**src/include/sfs_defs.vh**
```
// Purpose: constants for the switching fault and mode supervisor
// Assumes: 250 MHz system clock, 4 ns period
// Notes:   times are kept in their own unit, cycle counts derived from them
`ifndef SFS_DEFS_VH
`define SFS_DEFS_VH

`define SFS_CLK_MHZ          250
`define SFS_OLP_DELAY_MS     40
`define SFS_SOFTSTART_MS     10
`define SFS_RESTART_MS       650
`define SFS_OLP_CYCLES       (`SFS_OLP_DELAY_MS * 1000 * `SFS_CLK_MHZ)
`define SFS_SS_CYCLES        (`SFS_SOFTSTART_MS * 1000 * `SFS_CLK_MHZ)
`define SFS_RESTART_CYCLES   (`SFS_RESTART_MS * 1000 * `SFS_CLK_MHZ)
`define SFS_AOC_LIMIT        2'h3
`define SFS_CAUSE_OLP        0
`define SFS_CAUSE_AOC        1
`define SFS_CAUSE_OVP        2
`define SFS_CAUSE_FBO        3
`define SFS_CAUSE_TSD        4

`endif

```
**src/rtl/sfs_supervisor.v**
```verilog
// Purpose: fault supervision, soft-start, burst and green mode control
// Assumes: comparator and lockout inputs are asynchronous levels
// Notes:   all inputs pass a two-stage synchroniser; outputs are flops
//
// Behaviour
// - Comp level at overload threshold starts fixed 40 ms overload delay.
// - Overload still present when delay ends stops switching; shorter transients ignored.
// - Abnormal current compare only after blanking interval in each cycle.
// - Two-bit counter of abnormal cycles; fourth one sets shutdown, stops switching.
// - Over-temperature stops switching; restart only after low-temperature indication.
// - Supply over-voltage immediately stops switching and records fault.
// - Feedback below open-loop threshold stops switching and records fault.
// - Feedback open protection masked for whole soft-start interval.
// - Soft-start of 10 ms after switching starts, current limit rising.
// - Pulse width limit steps up from small value during soft-start.
// - Comp below low burst threshold enters burst, switching stops.
// - In burst, comp above high burst threshold resumes switching.
// - Green mode lowers frequency as comp level falls.
// - At green floor hold frequency in narrow reduced band until burst.
// - Random frequency fluctuation stays active in burst mode.
// - Any fault starts restart timer; regulator kept until 650 ms, then off.
// - Supply at stop level clears protection, re-enables startup source.
// - Supply at start level resumes switching beginning with soft-start.
// - Current comparator ignored for blanking interval after each turn-on.
`timescale 1ns/1ps
`include "sfs_defs.vh"

module sfs_supervisor #(
  parameter OLP_CYCLES     = `SFS_OLP_CYCLES,
  parameter SS_CYCLES      = `SFS_SS_CYCLES,
  parameter RESTART_CYCLES = `SFS_RESTART_CYCLES,
  parameter LEB_CYCLES     = 64,
  parameter SS_STEP_BITS   = 3
) (
  input  wire       I_SYS_CLK,
  input  wire       I_RESET_N,
  input  wire       i_cycle_start,
  input  wire       i_comp_overload,
  input  wire       i_comp_below_burst_low,
  input  wire       i_comp_above_burst_high,
  input  wire       i_comp_green_floor,
  input  wire       i_feedback_level_low,
  input  wire       i_supply_over,
  input  wire       i_sense_over_abnormal,
  input  wire       i_temp_high,
  input  wire       i_temp_low,
  input  wire       i_undervoltage_lockout_stop,
  input  wire       i_undervoltage_lockout_start,
  output reg        o_switch_en,
  output reg        o_blank,
  output reg  [2:0] o_soft_start_step,
  output reg        o_green_active,
  output reg        o_green_floor,
  output reg        o_jitter_en,
  output reg        o_burst,
  output reg        o_shutdown_set,
  output reg        o_regulator_en,
  output reg        o_startup_src_en,
  output reg  [4:0] o_fault_cause
);

  localparam NIN = 12;
  // States, one-hot
  localparam ST_OFF   = 5'h01;
  localparam ST_SOFT  = 5'h02;
  localparam ST_RUN   = 5'h04;
  localparam ST_FAULT = 5'h08;
  localparam ST_DRAIN = 5'h10;

  // Switch-on states decode, shared by several outputs
  function is_switching;
    input [4:0] st;
    begin
      is_switching = (st == ST_SOFT) | (st == ST_RUN);
    end
  endfunction

  // Two-flop synchronisers; first stage read only by second
  wire [NIN-1:0] raw = {i_cycle_start, i_comp_overload, i_comp_below_burst_low,
                        i_comp_above_burst_high, i_comp_green_floor, i_feedback_level_low,
                        i_supply_over, i_sense_over_abnormal, i_temp_high, i_temp_low,
                        i_undervoltage_lockout_stop, i_undervoltage_lockout_start};
  reg [NIN-1:0] sync1_reg;
  reg [NIN-1:0] sync2_reg;
  always @(posedge I_SYS_CLK or negedge I_RESET_N) begin
    if (!I_RESET_N) begin
      sync1_reg <= {NIN{1'b0}};
      sync2_reg <= {NIN{1'b0}};
    end else begin
      sync1_reg <= raw;
      sync2_reg <= sync1_reg;
    end
  end

  wire cyc_s    = sync2_reg[11];
  wire olp_s    = sync2_reg[10];
  wire burl_s   = sync2_reg[9];
  wire burh_s   = sync2_reg[8];
  wire floor_s  = sync2_reg[7];
  wire fbl_s    = sync2_reg[6];
  wire ovp_s    = sync2_reg[5];
  wire aoc_s    = sync2_reg[4];
  wire thi_s    = sync2_reg[3];
  wire tlo_s    = sync2_reg[2];
  wire stop_s   = sync2_reg[1];
  wire start_s  = sync2_reg[0];

  reg        cyc_d_reg;
  wire       cyc_rise = cyc_s & ~cyc_d_reg;
  reg [4:0]  state_reg;
  reg [4:0]  state_next;
  reg [31:0] olp_cnt_reg;
  reg [31:0] ss_cnt_reg;
  reg [31:0] rst_cnt_reg;
  reg [15:0] leb_cnt_reg;
  reg [1:0]  aoc_cnt_reg;
  reg        aoc_seen_reg;
  reg        tsd_hold_reg;
  reg [4:0]  cause_reg;
  reg [4:0]  cause_next;

  wire switching   = is_switching(state_reg);
  wire blank_done  = (leb_cnt_reg == 16'h0000);
  wire olp_expired = olp_s & (olp_cnt_reg >= OLP_CYCLES - 1);
  wire aoc_trip    = cyc_rise & aoc_seen_reg & (aoc_cnt_reg == `SFS_AOC_LIMIT);
  wire fbo_trip    = fbl_s & (state_reg == ST_RUN);

  // Cause vector of new faults this cycle
  always @* begin
    cause_next = 5'h00;
    cause_next[`SFS_CAUSE_OLP] = olp_expired;
    cause_next[`SFS_CAUSE_AOC] = aoc_trip;
    cause_next[`SFS_CAUSE_OVP] = ovp_s;
    cause_next[`SFS_CAUSE_FBO] = fbo_trip;
    cause_next[`SFS_CAUSE_TSD] = thi_s;
  end

  // Main sequence
  always @* begin
    state_next = state_reg;
    case (state_reg)
      ST_OFF: begin
        if (start_s & ~tsd_hold_reg & ~ovp_s)
          state_next = ST_SOFT;
      end
      ST_SOFT: begin
        if (|cause_next)
          state_next = ST_FAULT;
        else if (ss_cnt_reg >= SS_CYCLES - 1)
          state_next = ST_RUN;
      end
      ST_RUN: begin
        if (|cause_next)
          state_next = ST_FAULT;
      end
      ST_FAULT: begin
        if (rst_cnt_reg >= RESTART_CYCLES - 1)
          state_next = ST_DRAIN;
      end
      ST_DRAIN: begin
        if (stop_s)
          state_next = ST_OFF;
      end
      default: state_next = ST_OFF;
    endcase
  end

  // Timers and counters; a fault forces switching off at once
  always @(posedge I_SYS_CLK or negedge I_RESET_N) begin
    if (!I_RESET_N) begin
      state_reg    <= ST_OFF;
      cyc_d_reg    <= 1'b0;
      olp_cnt_reg  <= 32'h00000000;
      ss_cnt_reg   <= 32'h00000000;
      rst_cnt_reg  <= 32'h00000000;
      leb_cnt_reg  <= 16'h0000;
      aoc_cnt_reg  <= 2'h0;
      aoc_seen_reg <= 1'b0;
      tsd_hold_reg <= 1'b0;
      cause_reg    <= 5'h00;
    end else begin
      state_reg <= state_next;
      cyc_d_reg <= cyc_s;
      // Overload delay; restarts whenever the level drops
      if (switching & olp_s)
        olp_cnt_reg <= olp_cnt_reg + 32'h00000001;
      else
        olp_cnt_reg <= 32'h00000000;
      if (state_reg == ST_SOFT)
        ss_cnt_reg <= ss_cnt_reg + 32'h00000001;
      else
        ss_cnt_reg <= 32'h00000000;
      if (state_reg == ST_FAULT)
        rst_cnt_reg <= rst_cnt_reg + 32'h00000001;
      else
        rst_cnt_reg <= 32'h00000000;
      // Blanking restarts on every turn-on
      if (cyc_rise & switching)
        leb_cnt_reg <= LEB_CYCLES[15:0];
      else if (!blank_done)
        leb_cnt_reg <= leb_cnt_reg - 16'h0001;
      // Abnormal current count per switching cycle
      if (!switching) begin
        aoc_cnt_reg  <= 2'h0;
        aoc_seen_reg <= 1'b0;
      end else if (cyc_rise) begin
        aoc_seen_reg <= 1'b0;
        if (aoc_seen_reg)
          aoc_cnt_reg <= aoc_cnt_reg + 2'h1;
        else
          aoc_cnt_reg <= 2'h0;
      end else if (blank_done & aoc_s) begin
        aoc_seen_reg <= 1'b1;
      end
      // Thermal hysteresis: held until low indication
      if (thi_s)
        tsd_hold_reg <= 1'b1;
      else if (tlo_s)
        tsd_hold_reg <= 1'b0;
      // Cause sticks until the protection is cleared at stop level
      if (switching & (|cause_next))
        cause_reg <= cause_next;
      else if ((state_reg == ST_DRAIN) & stop_s)
        cause_reg <= 5'h00;
    end
  end

  // Mode outputs; burst latch gives the hysteresis loop
  reg burst_reg;
  always @(posedge I_SYS_CLK or negedge I_RESET_N) begin
    if (!I_RESET_N) begin
      burst_reg <= 1'b0;
    end else if (state_reg != ST_RUN) begin
      burst_reg <= 1'b0;
    end else if (burl_s) begin
      burst_reg <= 1'b1;
    end else if (burh_s) begin
      burst_reg <= 1'b0;
    end
  end

  // Soft-start step: eight equal slices of the soft-start time
  // Counter top bits never move for real soft-start lengths, so slice explicitly
  localparam STEP_LEN = SS_CYCLES / 8;
  reg [31:0] step_tmr_reg;
  reg [2:0]  step_reg;
  always @(posedge I_SYS_CLK or negedge I_RESET_N) begin
    if (!I_RESET_N) begin
      step_tmr_reg <= 32'h00000000;
      step_reg     <= 3'h0;
    end else if (state_reg != ST_SOFT) begin
      step_tmr_reg <= 32'h00000000;
      step_reg     <= 3'h0;
    end else if (step_tmr_reg >= STEP_LEN - 1) begin
      // Saturate at full width; RUN forces full width anyway
      step_tmr_reg <= 32'h00000000;
      if (step_reg != 3'h7)
        step_reg <= step_reg + 3'h1;
    end else begin
      step_tmr_reg <= step_tmr_reg + 32'h00000001;
    end
  end

  // Registered outputs
  always @(posedge I_SYS_CLK or negedge I_RESET_N) begin
    if (!I_RESET_N) begin
      o_switch_en       <= 1'b0;
      o_blank           <= 1'b1;
      o_soft_start_step <= 3'h0;
      o_green_active    <= 1'b0;
      o_green_floor     <= 1'b0;
      o_jitter_en       <= 1'b0;
      o_burst           <= 1'b0;
      o_shutdown_set    <= 1'b0;
      o_regulator_en    <= 1'b0;
      o_startup_src_en  <= 1'b1;
      o_fault_cause     <= 5'h00;
    end else begin
      // Switch off in the same edge a fault is seen
      o_switch_en       <= (state_next == ST_SOFT) |
                           ((state_next == ST_RUN) & ~burst_reg);
      o_blank           <= ~blank_done | ~switching;
      // Pulse width step: explicit soft-start slice, full width in RUN
      o_soft_start_step <= (state_reg == ST_RUN) ? 3'h7 :
                           (state_reg == ST_SOFT) ?
                           step_reg : 3'h0;
      o_green_active    <= (state_reg == ST_RUN);
      o_green_floor     <= (state_reg == ST_RUN) & floor_s & ~burst_reg;
      o_jitter_en       <= is_switching(state_reg);
      // Gate with RUN so burst never outlives a fault by one cycle
      o_burst           <= burst_reg & (state_reg == ST_RUN);
      o_shutdown_set    <= aoc_trip;
      o_regulator_en    <= (state_reg != ST_DRAIN);
      // Next state only, so the source drops on the edge switching starts
      o_startup_src_en  <= (state_next == ST_OFF);
      o_fault_cause     <= cause_reg;
    end
  end

endmodule

```
**config.mk**
```make
export PLATFORM = sky130hd
export DESIGN_NAME = sfs_supervisor
export DESIGN_NICKNAME = d
export VERILOG_FILES = /design/src/rtl/sfs_supervisor.v
export VERILOG_INCLUDE_DIRS = /design/src /design/src/include
export SDC_FILE = /design/constraint.sdc
export NUM_CORES = 1
export LEC_CHECK = 0
export ABC_AREA = 0
export BUFFER_PORTS_ARGS = -buffer_cell sky130_fd_sc_hd__buf_2
export CAP_MARGIN = 30
export CORE_ASPECT_RATIO = 0.5
export CORE_MARGIN = 2
export CORE_UTILIZATION = 55
export DETAILED_ROUTE_END_ITERATION = 10
export GPL_ROUTABILITY_DRIVEN = 0
export PLACE_DENSITY = 0.72
export SYNTH_ARGS = -nofsm -noshare
export SYNTH_HDL_FRONTEND = slang
export SYNTH_SLANG_ARGS = --single-unit
```
**constraint.sdc**
```tcl
create_clock -name I_SYS_CLK -period 4.1 [get_ports I_SYS_CLK]
set_input_delay 0.615 -clock I_SYS_CLK [delete_from_list [all_inputs] [get_ports I_SYS_CLK]]
set_output_delay 0.615 -clock I_SYS_CLK [all_outputs]
set_load 0.03 [all_outputs]
```
==> impl_metrics.csv, run 1 <==
group,metric,value,unit
critical_path,path_cells,"nor3_1, nand3_1, a41o_2, or4_2, a21oi_1",
power_and_ir_drop,power.density,428.0,mW/mm2
synth,synthSimpleGateAreaFrac,0.2355,
critical_path,reg2reg_from,"state_reg[4]",
sta,max_freq,422.6,MHz
placed_design,place_inst,1115,
clock_tree,postCtsSetupRepairBufs,0,
clock_tree,hold_buffers,0,
global_route,antenna_found_initial,0,
synth,synth-edff-count,0,
clock_tree,cts_resized,0,
cells_and_area,fin_cells,1150,
synth,syn-instance-count,858,
synth,synth_common_cells,"dfrtp_1 (201), nor2_1 (131), xor2_1 (66)",
synth,syn_avg_cell_area,10.52,um2
clock_tree,cts_tree,"built",
sta,fin_skew,11.73,ps
synth,yosys.area.top_type,"dfrtp_1",
synth,syn_area,0.009025,mm2
floorplan,num_io_pins,31,
floorplan,fp.dieH,94.58,um
synth,synth.area.mux_share,0.001109,
clock_tree,clk_pin_slew,70,ps
synth,yosysMostFrequentCell,"dfrtp_1",
sta,worst_pin_slew,892.1,ps
critical_path,startpoint,"state_reg[4]",
critical_path,required,4490,ps
placed_design,hpwlAfterDp,11.00,mm
cells_and_area,drive_gt1_frac,0.1051,
critical_path,end_kind,"flip-flop",
clock_tree,cts_sinks,204,
critical_path,reg2reg_slack,1730,ps
power_and_ir_drop,cellLeakagePower,4.371,nW
synth,synth_flop_cell,"dfrtp_1",
routing,drt-total-wl,16.75,mm
clock_tree,clock_latency,480,ps
floorplan,fp.dieW,185.2,um
critical_path,cp_top_family,"simple AND/OR/NAND/NOR gates",
synth,synth_seq_cells,204,
critical_path,cp.buffers_inverters,0,
routing,firstDrtPassIters,5,
cells_and_area,multiInputGateArea,0.003795,mm2
sta,fin_crit,2366,ps
synth,synth_adder_area_share,0.01109,
job,drv_cap,0,
floorplan,num_rows,33,
power_and_ir_drop,totalPowerFinal,4.375,mW
cells_and_area,syn2layout_area_growth,13.27,%
routing,wl_per_cell,14.56,um
synth,synth-xor-area-share,0.09219,
cells_and_area,finalCoreUtilization,0.6300,
cells_and_area,antenna_cells,0,
critical_path,cp.arrival,2760,ps
synth,async_reset_ff_frac,1.000,
routing,drcViolationCount,0,
synth,synth_top_family_by_area,"simple AND/OR/NAND/NOR gates",
critical_path,crit_path_start_kind,"flip-flop",
floorplan,core_area,0.01623,mm2
critical_path,crit_fanout,14,
synth,synthDistinctLibCells,67,
routing,drtIter0Drc,389,
sta,tns,0,ps
clock_tree,cts_root_buf,"clkbuf_16",
critical_path,reg2reg_depth,5,
outcome,outcome,"completed",
clock_tree,htree_levels,1,
power_and_ir_drop,peakVddDrop,0.2682,mV
cells_and_area,seq_area,0.005109,mm2
synth,synth_compound_area_frac,0.07514,
global_route,grt_pass1_wl,28.59,mm
critical_path,critPathCapture,"leb_cnt_reg[10]",
routing,final_antenna_net_count,0,
critical_path,critical_path_class,"reg -> reg",
synth,yosysSeqAreaShare,0.5661,
synth,synth.top_cell.area_share,0.5573,
clock_tree,cts-buffers-inserted,19,
critical_path,critical_path_depth,5,
synth,ys_warn_count,0,
sta,drv_slew,0,
sta,hold_viol,0,
global_route,grt_usage,0.1987,
routing,vias,6405,
sta,slew_headroom,0.4036,
routing,vias_per_cell,5.570,
sta,setup_viol,0,
cells_and_area,num-nets-final,933,
sta,rsz0062_at_grt,"false",
cells_and_area,final.fill_count,1296,
placed_design,io_buffers,30,
critical_path,slowest_delay,550,ps
critical_path,rr_endpoint,"leb_cnt_reg[10]",
floorplan,initial_utilization,0.5562,
synth,synthTopCellsByArea,"dfrtp_1 (56%), xor2_1 (6.4%), nor2_1 (5.4%), nand3_1 (2.9%), xnor2_1 (2.8%)",
global_route,grt-ovfl-total,0,
clock_tree,clock_path_buffers,3,
global_route,grt_max_degree,120,
min_path,hp-class,"in -> reg",
floorplan,dieArea,0.01751,mm2
global_route,grt_pass1_vias,6057,
sta,period_share,0.5771,
critical_path,slowest_stage,"or4_2",
## layout make-up
| type | count | share of cell area |
|---|---|---|
| clock inverters | 8 | 0.01187 |
| multi-input cells | 625 | 0.3712 |
| inverters | 20 | 0.007344 |
| flip-flops and latches | 204 | 0.4998 |
| clock buffers | 25 | 0.05459 |
| repair buffers | 41 | 0.02742 |
| well taps | 227 | 0.02778 |
## power breakdown
part / switching, mW / total (mW) / leakage [nW] / internal [mW]
Combinational: 0.173 / 0.288 / 1.32 / 0.115
Clock: 0.732 / 1.88 / 0.336 / 1.15
Sequential: 0.0929 / 2.21 / 2.71 / 2.11
Total: 0.998 / 4.37 / 4.37 / 3.38
## cells by family (layout without fill, tap and decap cells)
logic type               count (synthesis)  after routing
other                                    1             13
flip-flops                             204            204
buffers and inverters                   41             94
AO/OA/AOI/OAI                          108            108
XOR/XNOR                                95             95
multiplexers                             1              1
AND/OR/NAND/NOR                        400            400
adder cells (fa/ha/maj)                  8              8
## worst min-delay path by stage
stage / start / endpoint / slack (ps) / cells after the start
finish: i_temp_high / sync1_reg[3] / 240 / 1
global route: i_comp_above_burst_high / sync1_reg[8] / 220 / 1
CTS: i_temp_high / sync1_reg[3] / 230 / 1
detailed placement: sync1_reg[2] / sync2_reg[2] / 330 / 0
global placement: sync1_reg[8] / sync2_reg[8] / 330 / 0
floorplan: I_RESET_N / aoc_cnt_reg[0] / 320 / 0
## per-layer routing
metal	part of all wire	routed length [um]	track usage
met1	0.48	8075	0.2837
met5	0	0	0
met2	0.47	7874	0.3246
met3	0.035	592	0.03857
met4	0.012	206	0.03108
## metrics by stage
step                hold WS (ps)  cell area (um2)  worst slack, ps
finish                     243.4            10220             1734
global route               219.3            10220             1522
detailed placement         334.7             9505             1782
CTS                        231.4            10180             1764
global placement           334.3             9494             1671
floorplan                  319.4             9070             2028
## placed cells by master (no fill, tap or decap), drive strengths merged, types with 4 or more instances in the layout
cell | netlist | layout
a211oi | 7 | 7
a21o | 6 | 6
a21oi | 31 | 31
a31oi | 4 | 4
and2 | 7 | 7
and3 | 21 | 21
and4 | 12 | 12
buf | 3 | 39
clkbuf | 18 | 26
clkinv | 0 | 4
conb | 1 | 13
dfrtp | 201 | 201
ha | 8 | 8
inv | 20 | 20
nand2 | 52 | 52
nand2b | 5 | 5
nand3 | 52 | 52
nand4 | 32 | 32
nor2 | 131 | 131
nor3 | 16 | 16
nor4 | 14 | 14
nor4b | 5 | 5
o211ai | 4 | 4
o21ai | 31 | 31
o31ai | 7 | 7
or3 | 27 | 27
or4 | 10 | 10
xnor2 | 29 | 29
xor2 | 66 | 66
No activity file was read; power rests on OpenSTA's default activity.
==> run 2, diff against run 1 <==
--- a/config.mk
+++ b/config.mk
@@ -14,7 +14,7 @@
 export CORE_UTILIZATION = 55
 export DETAILED_ROUTE_END_ITERATION = 10
 export GPL_ROUTABILITY_DRIVEN = 0
-export PLACE_DENSITY = 0.72
+export PLACE_DENSITY = 0.75
 export SYNTH_ARGS = -nofsm -noshare
 export SYNTH_HDL_FRONTEND = slang
 export SYNTH_SLANG_ARGS = --single-unit
==> constraint.sdc (replaced) <==
create_clock -name I_SYS_CLK -period 1.99 [get_ports I_SYS_CLK]
set_input_delay 0.2985 -clock I_SYS_CLK [delete_from_list [all_inputs] [get_ports I_SYS_CLK]]
set_output_delay 0.2985 -clock I_SYS_CLK [all_outputs]
set_load 0.03 [all_outputs]
==> impl_metrics.csv, run 2 (same netlist as run 1, synthesis figures left out) <==
group,metric,value,unit
clock_tree,cts-buffers-inserted,20,
routing,drcViolationCount,0,
floorplan,dieArea,0.01751,mm2
routing,vias,6853,
critical_path,reg2reg_from,"leb_cnt_reg[7]",
min_path,hp-class,"in -> async",
placed_design,io_buffers,30,
global_route,antenna_found_initial,0,
global_route,grt_usage,0.2152,
critical_path,startpoint,"leb_cnt_reg[7]",
cells_and_area,drive_gt1_frac,0.1894,
cells_and_area,syn2layout_area_growth,21.38,%
floorplan,num_rows,33,
sta,fin_skew,18.99,ps
critical_path,end_kind,"flip-flop",
routing,drt-total-wl,18.84,mm
critical_path,reg2reg_depth,4,
global_route,grt_pass1_wl,30.85,mm
critical_path,critical_path_class,"reg -> reg",
floorplan,fp.dieH,94.58,um
power_and_ir_drop,cellLeakagePower,4.773,nW
clock_tree,cts_root_buf,"clkbuf_16",
placed_design,pre_cts_slack,-145.0,ps
sta,max_freq,477.5,MHz
routing,final_antenna_net_count,0,
power_and_ir_drop,peakVddDrop,0.5387,mV
job,drv_cap,0,
cells_and_area,num-nets-final,1013,
routing,vias_per_cell,5.572,
sta,setup_viol,6,
placed_design,place_inst,1174,
placed_design,hpwlAfterDp,12.02,mm
critical_path,reg2reg_slack,-100,ps
cells_and_area,final_common_cell,"dfrtp_1",
clock_tree,htree_levels,1,
global_route,grt-ovfl-total,0,
critical_path,required,2400,ps
routing,firstDrtPassIters,5,
routing,wl_per_cell,15.32,um
sta,slew_headroom,0.6507,
floorplan,fp.dieW,185.2,um
critical_path,rr_endpoint,"leb_cnt_reg[13]",
clock_tree,clk_pin_slew,60,ps
floorplan,num_io_pins,31,
global_route,grt_pass1_vias,6687,
critical_path,crit_fanout,3,
clock_tree,cts_tree,"built",
clock_tree,cts_sinks,204,
outcome,violations,"setup timing",
critical_path,critPathCapture,"leb_cnt_reg[13]",
clock_tree,clock_path_buffers,3,
critical_path,crit_path_start_kind,"flip-flop",
cells_and_area,fin_cells,1230,
floorplan,initial_utilization,0.5562,
floorplan,core_area,0.01623,mm2
sta,drv_slew,0,
power_and_ir_drop,totalPowerFinal,9.170,mW
sta,hold_viol,0,
sta,worst_pin_slew,510.8,ps
sta,rsz0062_at_grt,"true",
outcome,outcome,"finished with violations",
routing,drtIter0Drc,459,
power_and_ir_drop,power.density,837.1,mW/mm2
global_route,grt_max_degree,89,
cells_and_area,layout_common_cells,"dfrtp_1 (201), nor2_1 (129), buf_4 (70), xor2_1 (66), nand3_1 (52)",
sta,fin_crit,2094,ps
sta,setup_ws,-104.1,ps
cells_and_area,antenna_cells,0,
clock_tree,clock_latency,500,ps
critical_path,cp.arrival,2500,ps
sta,period_share,1.052,
-- run 2: worst max-delay path, stage by stage (launching register included) --
cell and delay (ps):
dfrtp_1 380, or4_4 570, or4_1 510, or4_1 440, o21ai_0 100
-- run 2: area by class of cell --
cell class	instances	area, um2
fill	1158	5273
sequential	204	5109
multi-input combinational	625	3971
timing repair buffer	120	910.9
clock buffer	28	560.5
tap	227	284.0
inverter	20	75.07
clock inverter	6	43.79
-- run 2: worst min path at each step --
stage	start	endpoint	slack, ps	depth (start not counted)
floorplan	I_RESET_N	aoc_cnt_reg[0]	3	0
detailed placement	I_RESET_N	step_tmr_reg[6]	220	1
global placement	I_RESET_N	step_tmr_reg[7]	210	1
global route	I_RESET_N	step_tmr_reg[15]	260	2
finish	I_RESET_N	step_tmr_reg[15]	260	2
CTS	I_RESET_N	step_tmr_reg[15]	250	2
-- run 2: through the flow --
stage | hold WS (ps) | utilization | instance area (um2) | setup TNS [ps]
2_1_floorplan | 2.909 | - | 9070 | -126.5
3_3_place_gp | 211.3 | 0.6136 | 9957 | -146.3
3_5_place_dp | 215.3 | 0.6136 | 9957 | -470.9
4_1_cts | 245.1 | 0.6618 | 10740 | -630.6
5_1_grt | 262.8 | 0.6751 | 10950 | -836.0
6_report | 256.3 | 0.6751 | 10950 | -281.8
-- run 2: layer usage --
| metal | global-route usage | wire [um] | vias up |
|---|---|---|---|
| li1 | - | - | 3288 |
| met2 | 0.3667 | 9226 | 103 |
| met5 | 0 | 0 | - |
| met1 | 0.2939 | 8770 | 3436 |
| met4 | 0.04696 | 270 | 0 |
| met3 | 0.03664 | 576 | 26 |
-- run 2: timing repair --
action	in CTS	in global routing
cloned	0	0
endpoints found under the setup margin	13	57
endpoints found under the hold margin	38	0
pin swaps	7	17
gates resized for setup	6	43
setup buffers	3	6
hold buffers	13	0
-- run 2: power breakdown --
part,total (mW),switching (mW),leakage [nW],internal [mW]
Clock,3.53,1.55,0.297,1.97
Sequential,4.53,0.174,2.71,4.36
Combinational,1.11,0.560,1.76,0.552
